$ cat config.mk
export PLATFORM = sky130hd
export DESIGN_NAME = srnvg_top
export DESIGN_NICKNAME = d
export VERILOG_FILES = /design/src/pkg/srnvg_pkg.sv /design/src/verilog/srnvg_top.sv
export SDC_FILE = /design/constraint.sdc
export NUM_CORES = 1
export LEC_CHECK = 0
export BUFFER_PORTS_ARGS = -buffer_cell sky130_fd_sc_hd__buf_2
export CORE_MARGIN = 8
export CORE_UTILIZATION = 24
export DETAILED_ROUTE_END_ITERATION = 8
export PLACE_DENSITY = 0.46
export SLEW_MARGIN = 20
export SYNTH_ARGS = -nofsm -noshare
export SYNTH_HDL_FRONTEND = slang
export SYNTH_SLANG_ARGS = --single-unit
$ cat constraint.sdc
create_clock -name SYS_CLK -period 2.55 [get_ports SYS_CLK]
set_input_delay 0.1275 -clock SYS_CLK [delete_from_list [all_inputs] [get_ports SYS_CLK]]
set_output_delay 0.1275 -clock SYS_CLK [all_outputs]
set_load 0.005 [all_outputs]
$ cat src/pkg/srnvg_pkg.sv
// Package of offsets, cause codes and widths for the reset and NMI vector generator
package srnvg_pkg;
  localparam int unsigned ADDR_W          = 16;
  localparam int unsigned DATA_W          = 16;
  localparam logic [15:0] USER_NMI_OFFSET = 16'h015A;
  localparam logic [15:0] SYS_NMI_OFFSET  = 16'h015C;
  localparam logic [15:0] RST_CAUSE_OFFSET = 16'h015E;
  localparam logic [15:0] VEC_NONE        = 16'h0000;
  localparam logic [15:0] VEC_RESET       = 16'h0000;
  // Reset-cause flag indices; vector code is 2*(index+1)
  localparam int unsigned RST_N = 18;
  localparam int unsigned RC_BROWNOUT   = 0;
  localparam int unsigned RC_RESET_PIN  = 1;
  localparam int unsigned RC_SW_BOR     = 2;
  localparam int unsigned RC_DEEP_WAKE  = 3;
  localparam int unsigned RC_SECURITY   = 4;
  localparam int unsigned RC_RSVD_0C    = 5;
  localparam int unsigned RC_HIGH_SVS   = 6;
  localparam int unsigned RC_RSVD_10    = 7;
  localparam int unsigned RC_RSVD_12    = 8;
  localparam int unsigned RC_SW_POR     = 9;
  localparam int unsigned RC_WDT_EXP    = 10;
  localparam int unsigned RC_WDT_KEY    = 11;
  localparam int unsigned RC_NVM_KEY    = 12;
  localparam int unsigned RC_NVM_UNCORR = 13;
  localparam int unsigned RC_PERIPH_FETCH = 14;
  localparam int unsigned RC_PMM_KEY    = 15;
  localparam int unsigned RC_RSVD_22    = 16;
  localparam int unsigned RC_FLL_UNLOCK = 17;
  // Reserved positions never set
  localparam logic [17:0] RST_VALID_MASK = 18'h2FE5F;
  // System NMI flag indices
  localparam int unsigned SNMI_N = 12;
  localparam int unsigned SN_SVS_LP     = 0;
  localparam int unsigned SN_NVM_UNCORR = 1;
  localparam int unsigned SN_VACANT     = 8;
  localparam int unsigned SN_MBOX_IN    = 9;
  localparam int unsigned SN_MBOX_OUT   = 10;
  localparam int unsigned SN_NVM_CORR   = 11;
  localparam logic [11:0] SNMI_VALID_MASK = 12'hF03;
  // User NMI flag indices
  localparam int unsigned UNMI_N = 2;
  localparam int unsigned UN_NMI_PIN  = 0;
  localparam int unsigned UN_OSC_FAULT = 1;
  localparam logic [1:0]  UNMI_VALID_MASK = 2'h3;
  // Brownout-class cause positions (codes 02h-0Ah, 0Eh); no logic uses this mask to clear causes
  localparam logic [17:0] BOR_CLASS_MASK = 18'h0005F;
endpackage

$ cat src/verilog/srnvg_top.sv
// Reset-cause, system NMI and user NMI vector generators with read-to-clear
// What this block does
// - Reset-cause vector at 015Eh, 00h when idle
// - Brownout 02h, reset pin 04h, software brownout 06h
// - Deep-sleep wake 08h, security 0Ah, high supervisor 0Eh
// - Software power-on 14h; 0Ch,10h,12h never reported
// - Watchdog expiry 16h, watchdog key 18h
// - Memory controller key 1Ah, uncorrectable 1Ch
// - Peripheral area fetch reported as 1Eh
// - Power key 20h, lock loss 24h, rest reserved
// - System NMI at 015Ch: supervisor 02h, uncorrectable 04h
// - Vacant access 12h, mailbox input 14h
// - Mailbox output 16h; 1Ah-1Eh reserved
// - Correctable memory error 18h after mailbox
// - User NMI at 015Ah: pin 02h, oscillator 04h
// - Manage resets, NMI sources and vector values
// - Mailbox events from debug link raise flags
`timescale 1ns/1ps
`default_nettype none

module srnvg_top
  import srnvg_pkg::*;
(
  // Clock and reset (reset is the brownout-class reset)
  input  wire logic              SYS_CLK,
  input  wire logic              RST,
  // CPU bus, word reads only affect vectors
  input  wire logic [ADDR_W-1:0] BUS_ADDR,
  input  wire logic              BUS_RD,
  output var  logic [DATA_W-1:0] BUS_RDATA,
  output var  logic              BUS_HIT,
  // Reset cause events, one-cycle pulses
  input  wire logic [RST_N-1:0]  RESET_CAUSE_EVENT,
  // System NMI events
  input  wire logic              SVS_LOWPOWER_ENTRY,
  input  wire logic              NVM_UNCORR_ERROR,
  input  wire logic              VACANT_ACCESS,
  input  wire logic              MAILBOX_IN_EVENT,
  input  wire logic              MAILBOX_OUT_EVENT,
  input  wire logic              NVM_CORR_ERROR,
  // User NMI events
  input  wire logic              NMI_PIN_EVENT,
  input  wire logic              OSC_FAULT_EVENT,
  // Pending status
  output var  logic              SYS_NMI_PENDING,
  output var  logic              USER_NMI_PENDING
);

  typedef enum logic [1:0] {
    SRNVG_SEL_NONE = 2'b00,
    SRNVG_SEL_USER = 2'b01,
    SRNVG_SEL_SYS  = 2'b10,
    SRNVG_SEL_RST  = 2'b11
  } srnvg_sel_t;

  logic [RST_N-1:0]  rst_flag;
  logic [RST_N-1:0]  next_rst_flag;
  logic [SNMI_N-1:0] snmi_flag;
  logic [SNMI_N-1:0] next_snmi_flag;
  logic [UNMI_N-1:0] unmi_flag;
  logic [UNMI_N-1:0] next_unmi_flag;
  logic [DATA_W-1:0] next_rdata;
  logic              next_hit;
  logic              next_snmi_pend;
  logic              next_unmi_pend;
  logic [SNMI_N-1:0] snmi_event;
  logic [UNMI_N-1:0] unmi_event;
  logic [DATA_W-1:0] rst_vec;
  logic [DATA_W-1:0] snmi_vec;
  logic [DATA_W-1:0] unmi_vec;
  logic [RST_N-1:0]  rst_onehot;
  logic [SNMI_N-1:0] snmi_onehot;
  logic [UNMI_N-1:0] unmi_onehot;
  srnvg_sel_t        sel;

  // Lowest pending index gives lowest code
  function automatic logic [DATA_W-1:0] srnvg_encode(input logic [31:0] flags,
                                                       input int unsigned n);
    logic [DATA_W-1:0] code;
    code = VEC_NONE;
    for (int i = 31; i >= 0; i--) begin
      if (i < n && flags[i]) begin
        code = DATA_W'((i + 1) * 2);
      end
    end
    return code;
  endfunction

  always_comb begin
    snmi_event = '0;
    snmi_event[SN_SVS_LP]     = SVS_LOWPOWER_ENTRY;
    snmi_event[SN_NVM_UNCORR] = NVM_UNCORR_ERROR;
    snmi_event[SN_VACANT]     = VACANT_ACCESS;
    snmi_event[SN_MBOX_IN]    = MAILBOX_IN_EVENT;
    snmi_event[SN_MBOX_OUT]   = MAILBOX_OUT_EVENT;
    snmi_event[SN_NVM_CORR]   = NVM_CORR_ERROR;
    unmi_event[UN_NMI_PIN]    = NMI_PIN_EVENT;
    unmi_event[UN_OSC_FAULT]  = OSC_FAULT_EVENT;
  end

  always_comb begin
    rst_vec  = srnvg_encode(32'(rst_flag), RST_N);
    snmi_vec = srnvg_encode(32'(snmi_flag), SNMI_N);
    unmi_vec = srnvg_encode(32'(unmi_flag), UNMI_N);
  end

  // Address decode of the three read-only vectors
  always_comb begin
    sel = SRNVG_SEL_NONE;
    if (BUS_RD) begin
      case (BUS_ADDR)
        RST_CAUSE_OFFSET: sel = SRNVG_SEL_RST;
        SYS_NMI_OFFSET:   sel = SRNVG_SEL_SYS;
        USER_NMI_OFFSET:  sel = SRNVG_SEL_USER;
        default:          sel = SRNVG_SEL_NONE;
      endcase
    end
  end

  // One-hot of the reported cause, used to clear it on read
  always_comb begin
    rst_onehot  = '0;
    snmi_onehot = '0;
    unmi_onehot = '0;
    if (rst_vec != VEC_NONE) begin
      rst_onehot[rst_vec[5:1] - 5'h01] = 1'b1;
    end
    if (snmi_vec != VEC_NONE) begin
      snmi_onehot[snmi_vec[4:1] - 4'h1] = 1'b1;
    end
    if (unmi_vec != VEC_NONE) begin
      unmi_onehot[unmi_vec[1] ? 0 : 1] = 1'b1;
    end
  end

  // Reset causes: clear the reported one on its read, then set new events.
  // Setting after clearing keeps an event that lands in the read cycle.
  always_comb begin
    next_rst_flag = rst_flag;
    if (sel == SRNVG_SEL_RST) begin
      next_rst_flag = rst_flag & ~rst_onehot;
    end
    // Reserved codes are masked so they can never be reported
    next_rst_flag = next_rst_flag | (RESET_CAUSE_EVENT & RST_VALID_MASK);
  end

  // RST is the brownout-class reset, so brownout is recorded as the cause.
  // Other causes arrive as events while the logic stays alive.
  always_ff @(posedge SYS_CLK) begin
    if (RST) begin
      rst_flag <= RST_N'(1) << RC_BROWNOUT;
    end else begin
      rst_flag <= next_rst_flag;
    end
  end

  // System NMI causes, same clear-then-set order as the reset causes
  always_comb begin
    next_snmi_flag = snmi_flag;
    if (sel == SRNVG_SEL_SYS) begin
      next_snmi_flag = snmi_flag & ~snmi_onehot;
    end
    next_snmi_flag = next_snmi_flag | (snmi_event & SNMI_VALID_MASK);
    // Pending follows the flags after this edge's update
    next_snmi_pend = |next_snmi_flag;
  end

  always_ff @(posedge SYS_CLK) begin
    if (RST) begin
      snmi_flag       <= '0;
      SYS_NMI_PENDING <= 1'b0;
    end else begin
      snmi_flag       <= next_snmi_flag;
      SYS_NMI_PENDING <= next_snmi_pend;
    end
  end

  // User NMI causes
  always_comb begin
    next_unmi_flag = unmi_flag;
    if (sel == SRNVG_SEL_USER) begin
      next_unmi_flag = unmi_flag & ~unmi_onehot;
    end
    next_unmi_flag = next_unmi_flag | (unmi_event & UNMI_VALID_MASK);
    next_unmi_pend = |next_unmi_flag;
  end

  always_ff @(posedge SYS_CLK) begin
    if (RST) begin
      unmi_flag        <= '0;
      USER_NMI_PENDING <= 1'b0;
    end else begin
      unmi_flag        <= next_unmi_flag;
      USER_NMI_PENDING <= next_unmi_pend;
    end
  end

  // Read data: the vector as it stood before the clear of this read
  always_comb begin
    next_rdata = VEC_NONE;
    next_hit   = 1'b0;
    case (sel)
      SRNVG_SEL_RST: begin
        next_rdata = rst_vec;
        next_hit   = 1'b1;
      end
      SRNVG_SEL_SYS: begin
        next_rdata = snmi_vec;
        next_hit   = 1'b1;
      end
      SRNVG_SEL_USER: begin
        next_rdata = unmi_vec;
        next_hit   = 1'b1;
      end
      default: begin
        next_rdata = VEC_NONE;
        next_hit   = 1'b0;
      end
    endcase
  end

  // Data stands one cycle only, so a missed sample cannot be re-read
  always_ff @(posedge SYS_CLK) begin
    if (RST) begin
      BUS_RDATA <= VEC_RESET;
      BUS_HIT   <= 1'b0;
    end else begin
      BUS_RDATA <= next_rdata;
      BUS_HIT   <= next_hit;
    end
  end

endmodule

`default_nettype wire

## Yosys cells after proc, flatten, opt, wreduce, memory -nomap -nowiden

Index checks and enable logic that the tools add are counted.

| word-level totals | value |
|---|---|
| flip-flop bits (word level) | 51 |
| memory bits (read-only) | 0 |
| output and inout port bits | 19 |
| memories | 0 |
| latch bits | 0 |
| RAM bits | 0 |
| word-level logic and storage cells | 88 |
| input port bits | 45 |

| cells by class | value |
|---|---|
| div/mod/pow operators | 0 |
| equal/unequal tests | 6 |
| bitwise logic cells | 9 |
| shift operators | 0 |
| $add $sub $neg | 2 |
| reductions and logical operators | 9 |
| multiplexer cells | 49 |
| $lt $le $gt $ge | 6 |
| multipliers | 0 |

Operators by type and width:

| operator | number |
|---|---|
| $mux W6 | 18 |
| $mux W5 | 12 |
| $eq A16 B9 Y1 const B | 3 |
| $reduce_bool A16 Y1 | 3 |
| $mux W18 | 2 |
| $mux W12 | 2 |
| $and A18 B18 Y18 | 1 |
| $not A18 Y18 | 1 |
| $or A18 B18 Y18 | 1 |
| $pmux W6 S3 | 1 |
| $and A12 B12 Y12 | 1 |
| $not A12 Y12 | 1 |
| $or A12 B12 Y12 | 1 |
| $reduce_or A12 Y1 | 1 |
| $lt A5 B6 Y1 const B | 1 |
| $mux W2 | 3 |
| $mux W3 | 2 |
| $pmux W2 S3 | 1 |
| $demux W1 S5 | 1 |
| $ge A5 B1 Y1 const B | 1 |
| $lt A4 B5 Y1 const B | 1 |
| $mux W1 | 5 |
| $sub A5 B1 Y5 const B | 1 |
| $demux W1 S4 | 1 |
| 13 further kinds | 16 |

## Depth between registers and ports, before layout

Gate-level depths: netlist (run 1).

| depth | value |
|---|---|
| word-level depth | 28 |
| depth in mapped cells | 8 |
| gate-level depth less buffers | 7 |

## Worst setup path after synthesis (run 1)

Ideal clock, no wire load.

| timing | value |
|---|---|
| kind | input -> register |
| start point | input BUS_ADDR[5] |
| end point | register SYS_NMI_PENDING |
| data required time | 2.417 ns |
| buffers on the path | 0 |
| arrival time | 2.047 ns |
| stages | 7 |
| path slack | 0.370 ns |
| setup time | 0.133 ns |
| cells stage by stage | or4b_4 > nor3_4 > nand2_2 > or4_4 > o21a_1 > a2111oi_2 > a31oi_1 |

| between the ends | value |
|---|---|
| longest elaborated chain between the ends | 7 |
| elaborated cells between the ends (all ways) | 9 |
| classes of those cells | eq/ne: 4; mux: 3; bitwise: 1; reduce/logical: 1 |

RTL lines:

| element | RTL line | text |
|---|---|---|
| start: declaration | srnvg_top.sv:28 | `input wire logic [ADDR_W-1:0] BUS_ADDR,` |
| $eq A16 B9 Y1 | srnvg_top.sv:111 | `case (BUS_ADDR)` |
| $pmux W2 S3 * | srnvg_top.sv:111 |  |
| $mux W2 * | srnvg_top.sv:110 | `if (BUS_RD) begin` |
| $eq A2 B2 Y1 * | srnvg_top.sv:160 | `if (sel == SRNVG_SEL_SYS) begin` |
| $mux W12 * | srnvg_top.sv:160 |  |
| $or A12 B12 Y12 * | srnvg_top.sv:163 | `next_snmi_flag = next_snmi_flag \| (snmi_event & SNMI_VALID_MASK);` |
| $reduce_or A12 Y1 * | srnvg_top.sv:165 | `next_snmi_pend = \|next_snmi_flag;` |
| end signal: assignment | srnvg_top.sv:174 | `SYS_NMI_PENDING <= next_snmi_pend;` |
| end: declaration | srnvg_top.sv:45 | `output var logic SYS_NMI_PENDING,` |

Every way passes the cells marked *; elsewhere a longest branch is shown, timed or not.
A chain may end at the register's enable or synchronous reset.

## Final worst setup path (run 1)

| timing | value |
|---|---|
| start point | register rst_flag[7] |
| end point | register rst_flag[1] |

| between the ends | value |
|---|---|
| longest elaborated chain between the ends | 18 |
| elaborated cells between the ends (all ways) | 20 |
| classes of those cells | add/sub: 1; order compare: 2; mux: 12; bitwise: 3; reduce/logical: 2 |

RTL lines:

| element | RTL line | text |
|---|---|---|
| start: declaration | srnvg_top.sv:56 | `logic [RST_N-1:0] rst_flag;` |
| start signal: assignment | srnvg_top.sv:151 | `rst_flag <= RST_N'(1) << RC_BROWNOUT;` |
| start signal: assignment | srnvg_top.sv:153 | `rst_flag <= next_rst_flag;` |
| $mux W6 * (8 in series) | srnvg_top.sv:82 | `if (i < n && flags[i]) begin` |
| $sub A5 B1 Y5 | srnvg_top.sv:126 | `rst_onehot[rst_vec[5:1] - 5'h01] = 1'b1;` |
| $lt A5 B6 Y1 (not written as such) or $ge A5 B1 Y1 (tied branches) | srnvg_top.sv:126 |  |
| $logic_and A1 B1 Y1 (not written as such) | srnvg_top.sv:126 |  |
| $mux W1 (not written as such) | srnvg_top.sv:126 |  |
| $demux W1 S5 | srnvg_top.sv:126 |  |
| $mux W18 * | srnvg_top.sv:125 | `if (rst_vec != VEC_NONE) begin` |
| $not A18 Y18 * | srnvg_top.sv:141 | `next_rst_flag = rst_flag & ~rst_onehot;` |
| $and A18 B18 Y18 * | srnvg_top.sv:141 |  |
| $mux W18 * | srnvg_top.sv:140 | `if (sel == SRNVG_SEL_RST) begin` |
| $or A18 B18 Y18 * | srnvg_top.sv:144 | `next_rst_flag = next_rst_flag \| (RESET_CAUSE_EVENT & RST_VALID_MASK);` |

Marked as above.

==> metrics.txt, run 1 <==
Num CTS Buffers=5; row count=34; multi-input logic area=1190 um^2; cell count after placement=433; antenna diode count=0; post-CTS setup buffers=0; slowest CP cell=or4_1; clk root buf=clkbuf_8; syn avg cell area=7.90 um^2; vias in the first global route=2,151; Total GRT Usage=10.2%; ANT nets after route=0; Slew Limit Headroom=64.2%; largest net degree at the start of global routing=30; P&R area growth vs syn=22.7%; register area share after synthesis=37.1%; CTS tree=done; Synth async-reset ratio=0%; Yosys cell types=51; Worst-Skew Late Latency=300 ps; Leakage=1.14 nW; Yosys top cell by area=dfxtp_1; filler cell count=982; I/O pins=64; Finished Core Util=30.3%; DR WL/cell=14.5 um; CP Cell Sequence=or4_1, a221oi_1, nor4_1, nand2_1, xnor2_1, nor2_1, a311oi_1; core area=8720 um^2; final instance area=2650 um^2; number of enable flip-flop cells after synthesis=0; Peak VDD IR=0.187 mV; Worst Max-Slew Pin Slew=537 ps; crit start category=flip-flop; CTS clk-pin slew, worst paths=90 ps; via count=2,106; Slew Viols, Final=0; fraction of layout cells with a size suffix above 1=24.9%; H-Tree Depth=2; fin crit period=2350 ps; ys flop type=dfxtp_1; initial core utilization=24.7%; max frequency=426 MHz; RSZ-0062 raised after global routing=no; met1 usage=12.2%; top cells by area, synth=dfxtp_1 (37%), nor2_1 (6.4%), a21oi_1 (5.3%), inv_1 (4.7%), buf_4 (3.8%); final setup fails=0; most common cell in the netlist=dfxtp_1; YS warnings=0; placed inst area=2540 um^2; Tcrit/Tclk final=92.0%; Worst Hold Class=primary input to flip-flop; register bit count reported by yosys=40; Chip Width=111 um; Total Neg Setup Slack=0 ps; Pwr Total=0.00131 W; Clock Skews=16.9 ps; GR met3 Demand/Resource=2.27%; synthesized area=2160 um^2; Cell Pwr Density=496 nW/um^2; deepest clock path buffer count=2; global route overflow=0; nature of the critical path endpoint=flip-flop; final cell count without fillers=441; DRC viols=0; synth cell count leaders=dfxtp_1 (40), nor2_1 (37), inv_1 (27), a21oi_1 (23), nand2_1 (15); wire length of the first global-routing pass=10,500 um; DPL Wire Length=5140 um; top cell type's share of synthesized area=37.1%; Final #Nets=377; cells after synthesis=273; WS Path Type=flip-flop to flip-flop; CP Data Arrival Time=2560 ps; GRT met2 Usage=18.1%; Max FO, Critical Path=4; hold buffers post-CTS=0; Max-cap violations=0; DR pass1 iterations=6; Via density=4.78; outcome=completed; cells resized by post-CTS repair=0; wirelength, routed=6410 um; GPL Wtd Cong=0.838; worst path required time=2760 ps; Die ar.=12,300 um^2; max incr delay on CP=540 ps; initial antenna violation count=0; Port Buf Inserts=48; initial DRC count=120; GRT busiest layer=met2; # clock sinks=40; Die Y=111 um; Register Area=801 um^2; final hold vios=0
[routing by layer]
metal,wire (um),vias up
met5,0,-
met4,43,0
met3,234,4
met2,3280,44
li1,-,1080
met1,2850,978
[registers in the layout, indices dropped and copies added (netlist names)]
name              count
rst_flag             18
snmi_flag            12
BUS_RDATA             5
unmi_flag             2
BUS_HIT               1
SYS_NMI_PENDING       1
USER_NMI_PENDING      1
[cell families (layout without fill, tap and decap cells)]
| group | count (synthesis) | count (layout) | synth area share (%) |
|---|---|---|---|
| and+or+nand+nor | 119 | 119 | 30.4 |
| AOI/OAI and AO/OA | 67 | 67 | 21.6 |
| buffers and inverters | 43 | 93 | 9.40 |
| DFF | 40 | 40 | 37.1 |
| muxes | 2 | 2 | 0.929 |
| other | 1 | 11 | 0.174 |
| xor gates and xnor gates | 1 | 1 | 0.406 |
[layout make-up]
class                   instances  share of cell area (%)
well taps                     108                    5.11
clock inverters                 2                   0.568
repair buffers                 58                    11.9
inverters                      27                    3.83
multi-input cells             200                    45.2
flip-flops and latches         40                    30.3
clock buffers                   6                    3.12
[through the flow]
stage / setup WS [ps] / hold WS (ps)
2_1_floorplan: 370 / 219
3_3_place_gp: 94.0 / 332
3_5_place_dp: 50.1 / 326
4_1_cts: 196 / 5.67
5_1_grt: 58.0 / 11.0
6_report: 205 / 21.6
[worst max-delay path, delay by kind of cell (launching register included)]
kind            cells  cell delay [ps]
xor+xnor            1              240
simple gates        4             1010
compound gates      2              650
flops               1              360
[where the power goes]
part           switching [W]  leakage [nW]  internal [W]  total [W]
Clock               0.000247        0.0434      0.000220   0.000466
Sequential         0.0000270         0.330      0.000651   0.000677
Combinational      0.0000911         0.767     0.0000760   0.000167
[cell usage in the layout, fill, tap and decap left out, types with 7 or more instances in the layout]
master and n:
nand2_1 15, a21oi_1 23, a311oi_1 7, conb_1 11, nand2b_1 8, buf_2 48, nand3_1 9, nor2_1 37
nor3_1 7, dfxtp_1 40, nor4_1 8, o31ai_1 9, inv_1 27, buf_4 10
[path summary, 6_finish.rpt]
path	start	to	slack, ps	cells after the start
setup / recovery	rst_flag[7]$_SDFFE_PP0N_	rst_flag[1]$_SDFF_PP0_	200	7
hold reg to reg	rst_flag[5]$_SDFFE_PP0N_	rst_flag[5]$_SDFFE_PP0N_	480	2
setup reg to reg	rst_flag[7]$_SDFFE_PP0N_	rst_flag[1]$_SDFF_PP0_	200	7
hold / removal	RESET_CAUSE_EVENT[0]	rst_flag[0]$_SDFF_PP1_	20	3
(Power assumes the default switching activity.)
==> run 2, diff against run 1 <==
REMOVE_ABC_BUFFERS = 1   (was not set)
==> run 2 against run 1 <==
Compared with the run above: wire length decreased by 0.16%; largest power group unchanged; hold slack improved by 2.7 ps; sequential share of layout area fell by 0.40 points; cell count increased by 0.68%; clock power up 17%; utilization is 0.40 points higher; first-iteration DRC count decreased by 33%; largest cell class unchanged; clock skew down 8.1 ps; clock-buffer cell count decreased by 1.
==> metrics.txt, run 2 (same netlist as run 1, synthesis figures left out) <==
antenna diode count=0; Max-cap violations=0; Pwr Total=0.00139 W; Worst Hold Class=primary input to flip-flop; post-CTS setup buffers=0; Final #Nets=380; Num CTS Buffers=5; max FFs per register=18; cells resized by post-CTS repair=0; CTS tree=done; Hold Path Depth=3; GRT met2 Usage=16.5%; outcome=completed; WS Path Type=flip-flop to flip-flop; Peak VDD IR=0.217 mV; Total Neg Setup Slack=0 ps; wirelength, routed=6400 um; most frequent cells in the layout=buf_2 (48), dfxtp_1 (40), nor2_1 (37); crit start category=flip-flop; H-Tree Depth=2; max incr delay on CP=480 ps; final cell count without fillers=444; CTS clk-pin slew, worst paths=90 ps; clk root buf=clkbuf_8; Leakage=1.16 nW; cell count after placement=436; # clock sinks=40; Top delay family on crit path=compound AO/OA/AOI/OAI gates; Cell Pwr Density=520 nW/um^2; Tcrit/Tclk final=94.0%; largest registers=rst_flag (18), snmi_flag (12), BUS_RDATA (5); most common cell after layout, fill and taps aside=buf_2; WP buf/inv=0; max frequency=417 MHz; DPL Wire Length=5200 um; slowest CP cell=nor3_1; CP Data Arrival Time=2570 ps; DR pass1 iterations=4; RSZ-0062 raised after global routing=no; initial antenna violation count=0; final hold vios=0; GRT busiest layer=met2; Total GRT Usage=10.1%; Worst-Skew Late Latency=300 ps; Register-to-Register Path Depth=6; met1 usage=12.8%; Slew Viols, Final=0; final setup fails=0; Min Hold Slack=24.3 ps; worst path required time=2720 ps; CP Cell Sequence=nor3_1, nand3_2, o31ai_1, nand4b_1, a2111oi_2, a31oi_1; wire length of the first global-routing pass=10,300 um; core area=8720 um^2; DR WL/cell=14.4 um; vias in the first global route=2,119; Chip Width=111 um; dpl ws=54.8 ps; Die Y=111 um; P&R area growth vs syn=24.3%; GPL Wtd Cong=0.885; cell depth of the worst setup path=6; nature of the critical path endpoint=flip-flop; Clock Skews=8.75 ps; filler cell count=970; initial core utilization=24.7%; ANT nets after route=0; Max FO, Critical Path=6; GR met3 Demand/Resource=2.44%; I/O pins=64; Port Buf Inserts=48; via count=2,135; worst path setup slack after routing=152 ps; fin crit period=2400 ps; row count=34; global route overflow=0; deepest clock path buffer count=2; DRC viols=0; Worst Max-Slew Pin Slew=550 ps; initial DRC count=81; Top reg by flops=rst_flag; Die ar.=12,300 um^2; Via density=4.81; hold buffers post-CTS=0; Slew Limit Headroom=63.0%; fraction of layout cells with a size suffix above 1=25.3%; largest net degree at the start of global routing=18
[run 2: changes by cell type in the layout (fill, tap and decap cells not counted), sizes merged]
cell and change:
bufinv +1, inv +1, clkinvlp -1, buf +3, clkbuf -1
[run 2: final cells by class]
type                       count  area (um^2)  area share (%)
multi-input combinational    200         1190            44.4
sequential                    40          801            29.9
timing repair buffer          61          338            12.6
tap                          108          135            5.04
inverter                      27          101            3.78
clock buffer                   5         68.8            2.57
clock inverter                 3         46.3            1.73
[run 2: final timing paths]
kind,startpoint,end,slack [ps]
hold / removal,RESET_CAUSE_EVENT[0],rst_flag[0]$_SDFF_PP1_,20
setup reg to reg,snmi_flag[2]$_SDFF_PP0_,SYS_NMI_PENDING$_SDFF_PP0_,150
setup / recovery,snmi_flag[2]$_SDFF_PP0_,SYS_NMI_PENDING$_SDFF_PP0_,150
hold reg to reg,rst_flag[5]$_SDFFE_PP0N_,rst_flag[5]$_SDFFE_PP0N_,470
[run 2: worst reg2reg max path, stage by stage, from the launching register on]
cell and delay (ps):
dfxtp_1 370, nor3_1 480, nand3_2 250, o31ai_1 420, nand4b_1 200, a2111oi_2 420, a31oi_1 130
[run 2: stage by stage]
stage / instance area (um^2) / utilization (%)
2_1_floorplan: 2090 / -
3_3_place_gp: 2560 / 29.4
3_5_place_dp: 2560 / 29.4
4_1_cts: 2680 / 30.7
5_1_grt: 2680 / 30.7
6_report: 2680 / 30.7
[run 2: power by group]
group | internal, W | switching (W) | total, W
clock network | 0.000295 | 0.000250 | 0.000545
logic | 0.0000780 | 0.0000943 | 0.000172
registers | 0.000650 | 0.0000253 | 0.000676
total | 0.00102 | 0.000369 | 0.00139
[run 2: layer usage]
layer,vias up,wire length (um)
met1,983,3030
met5,-,0
met4,0,68
li1,1089,-
met3,6,329
met2,57,2970
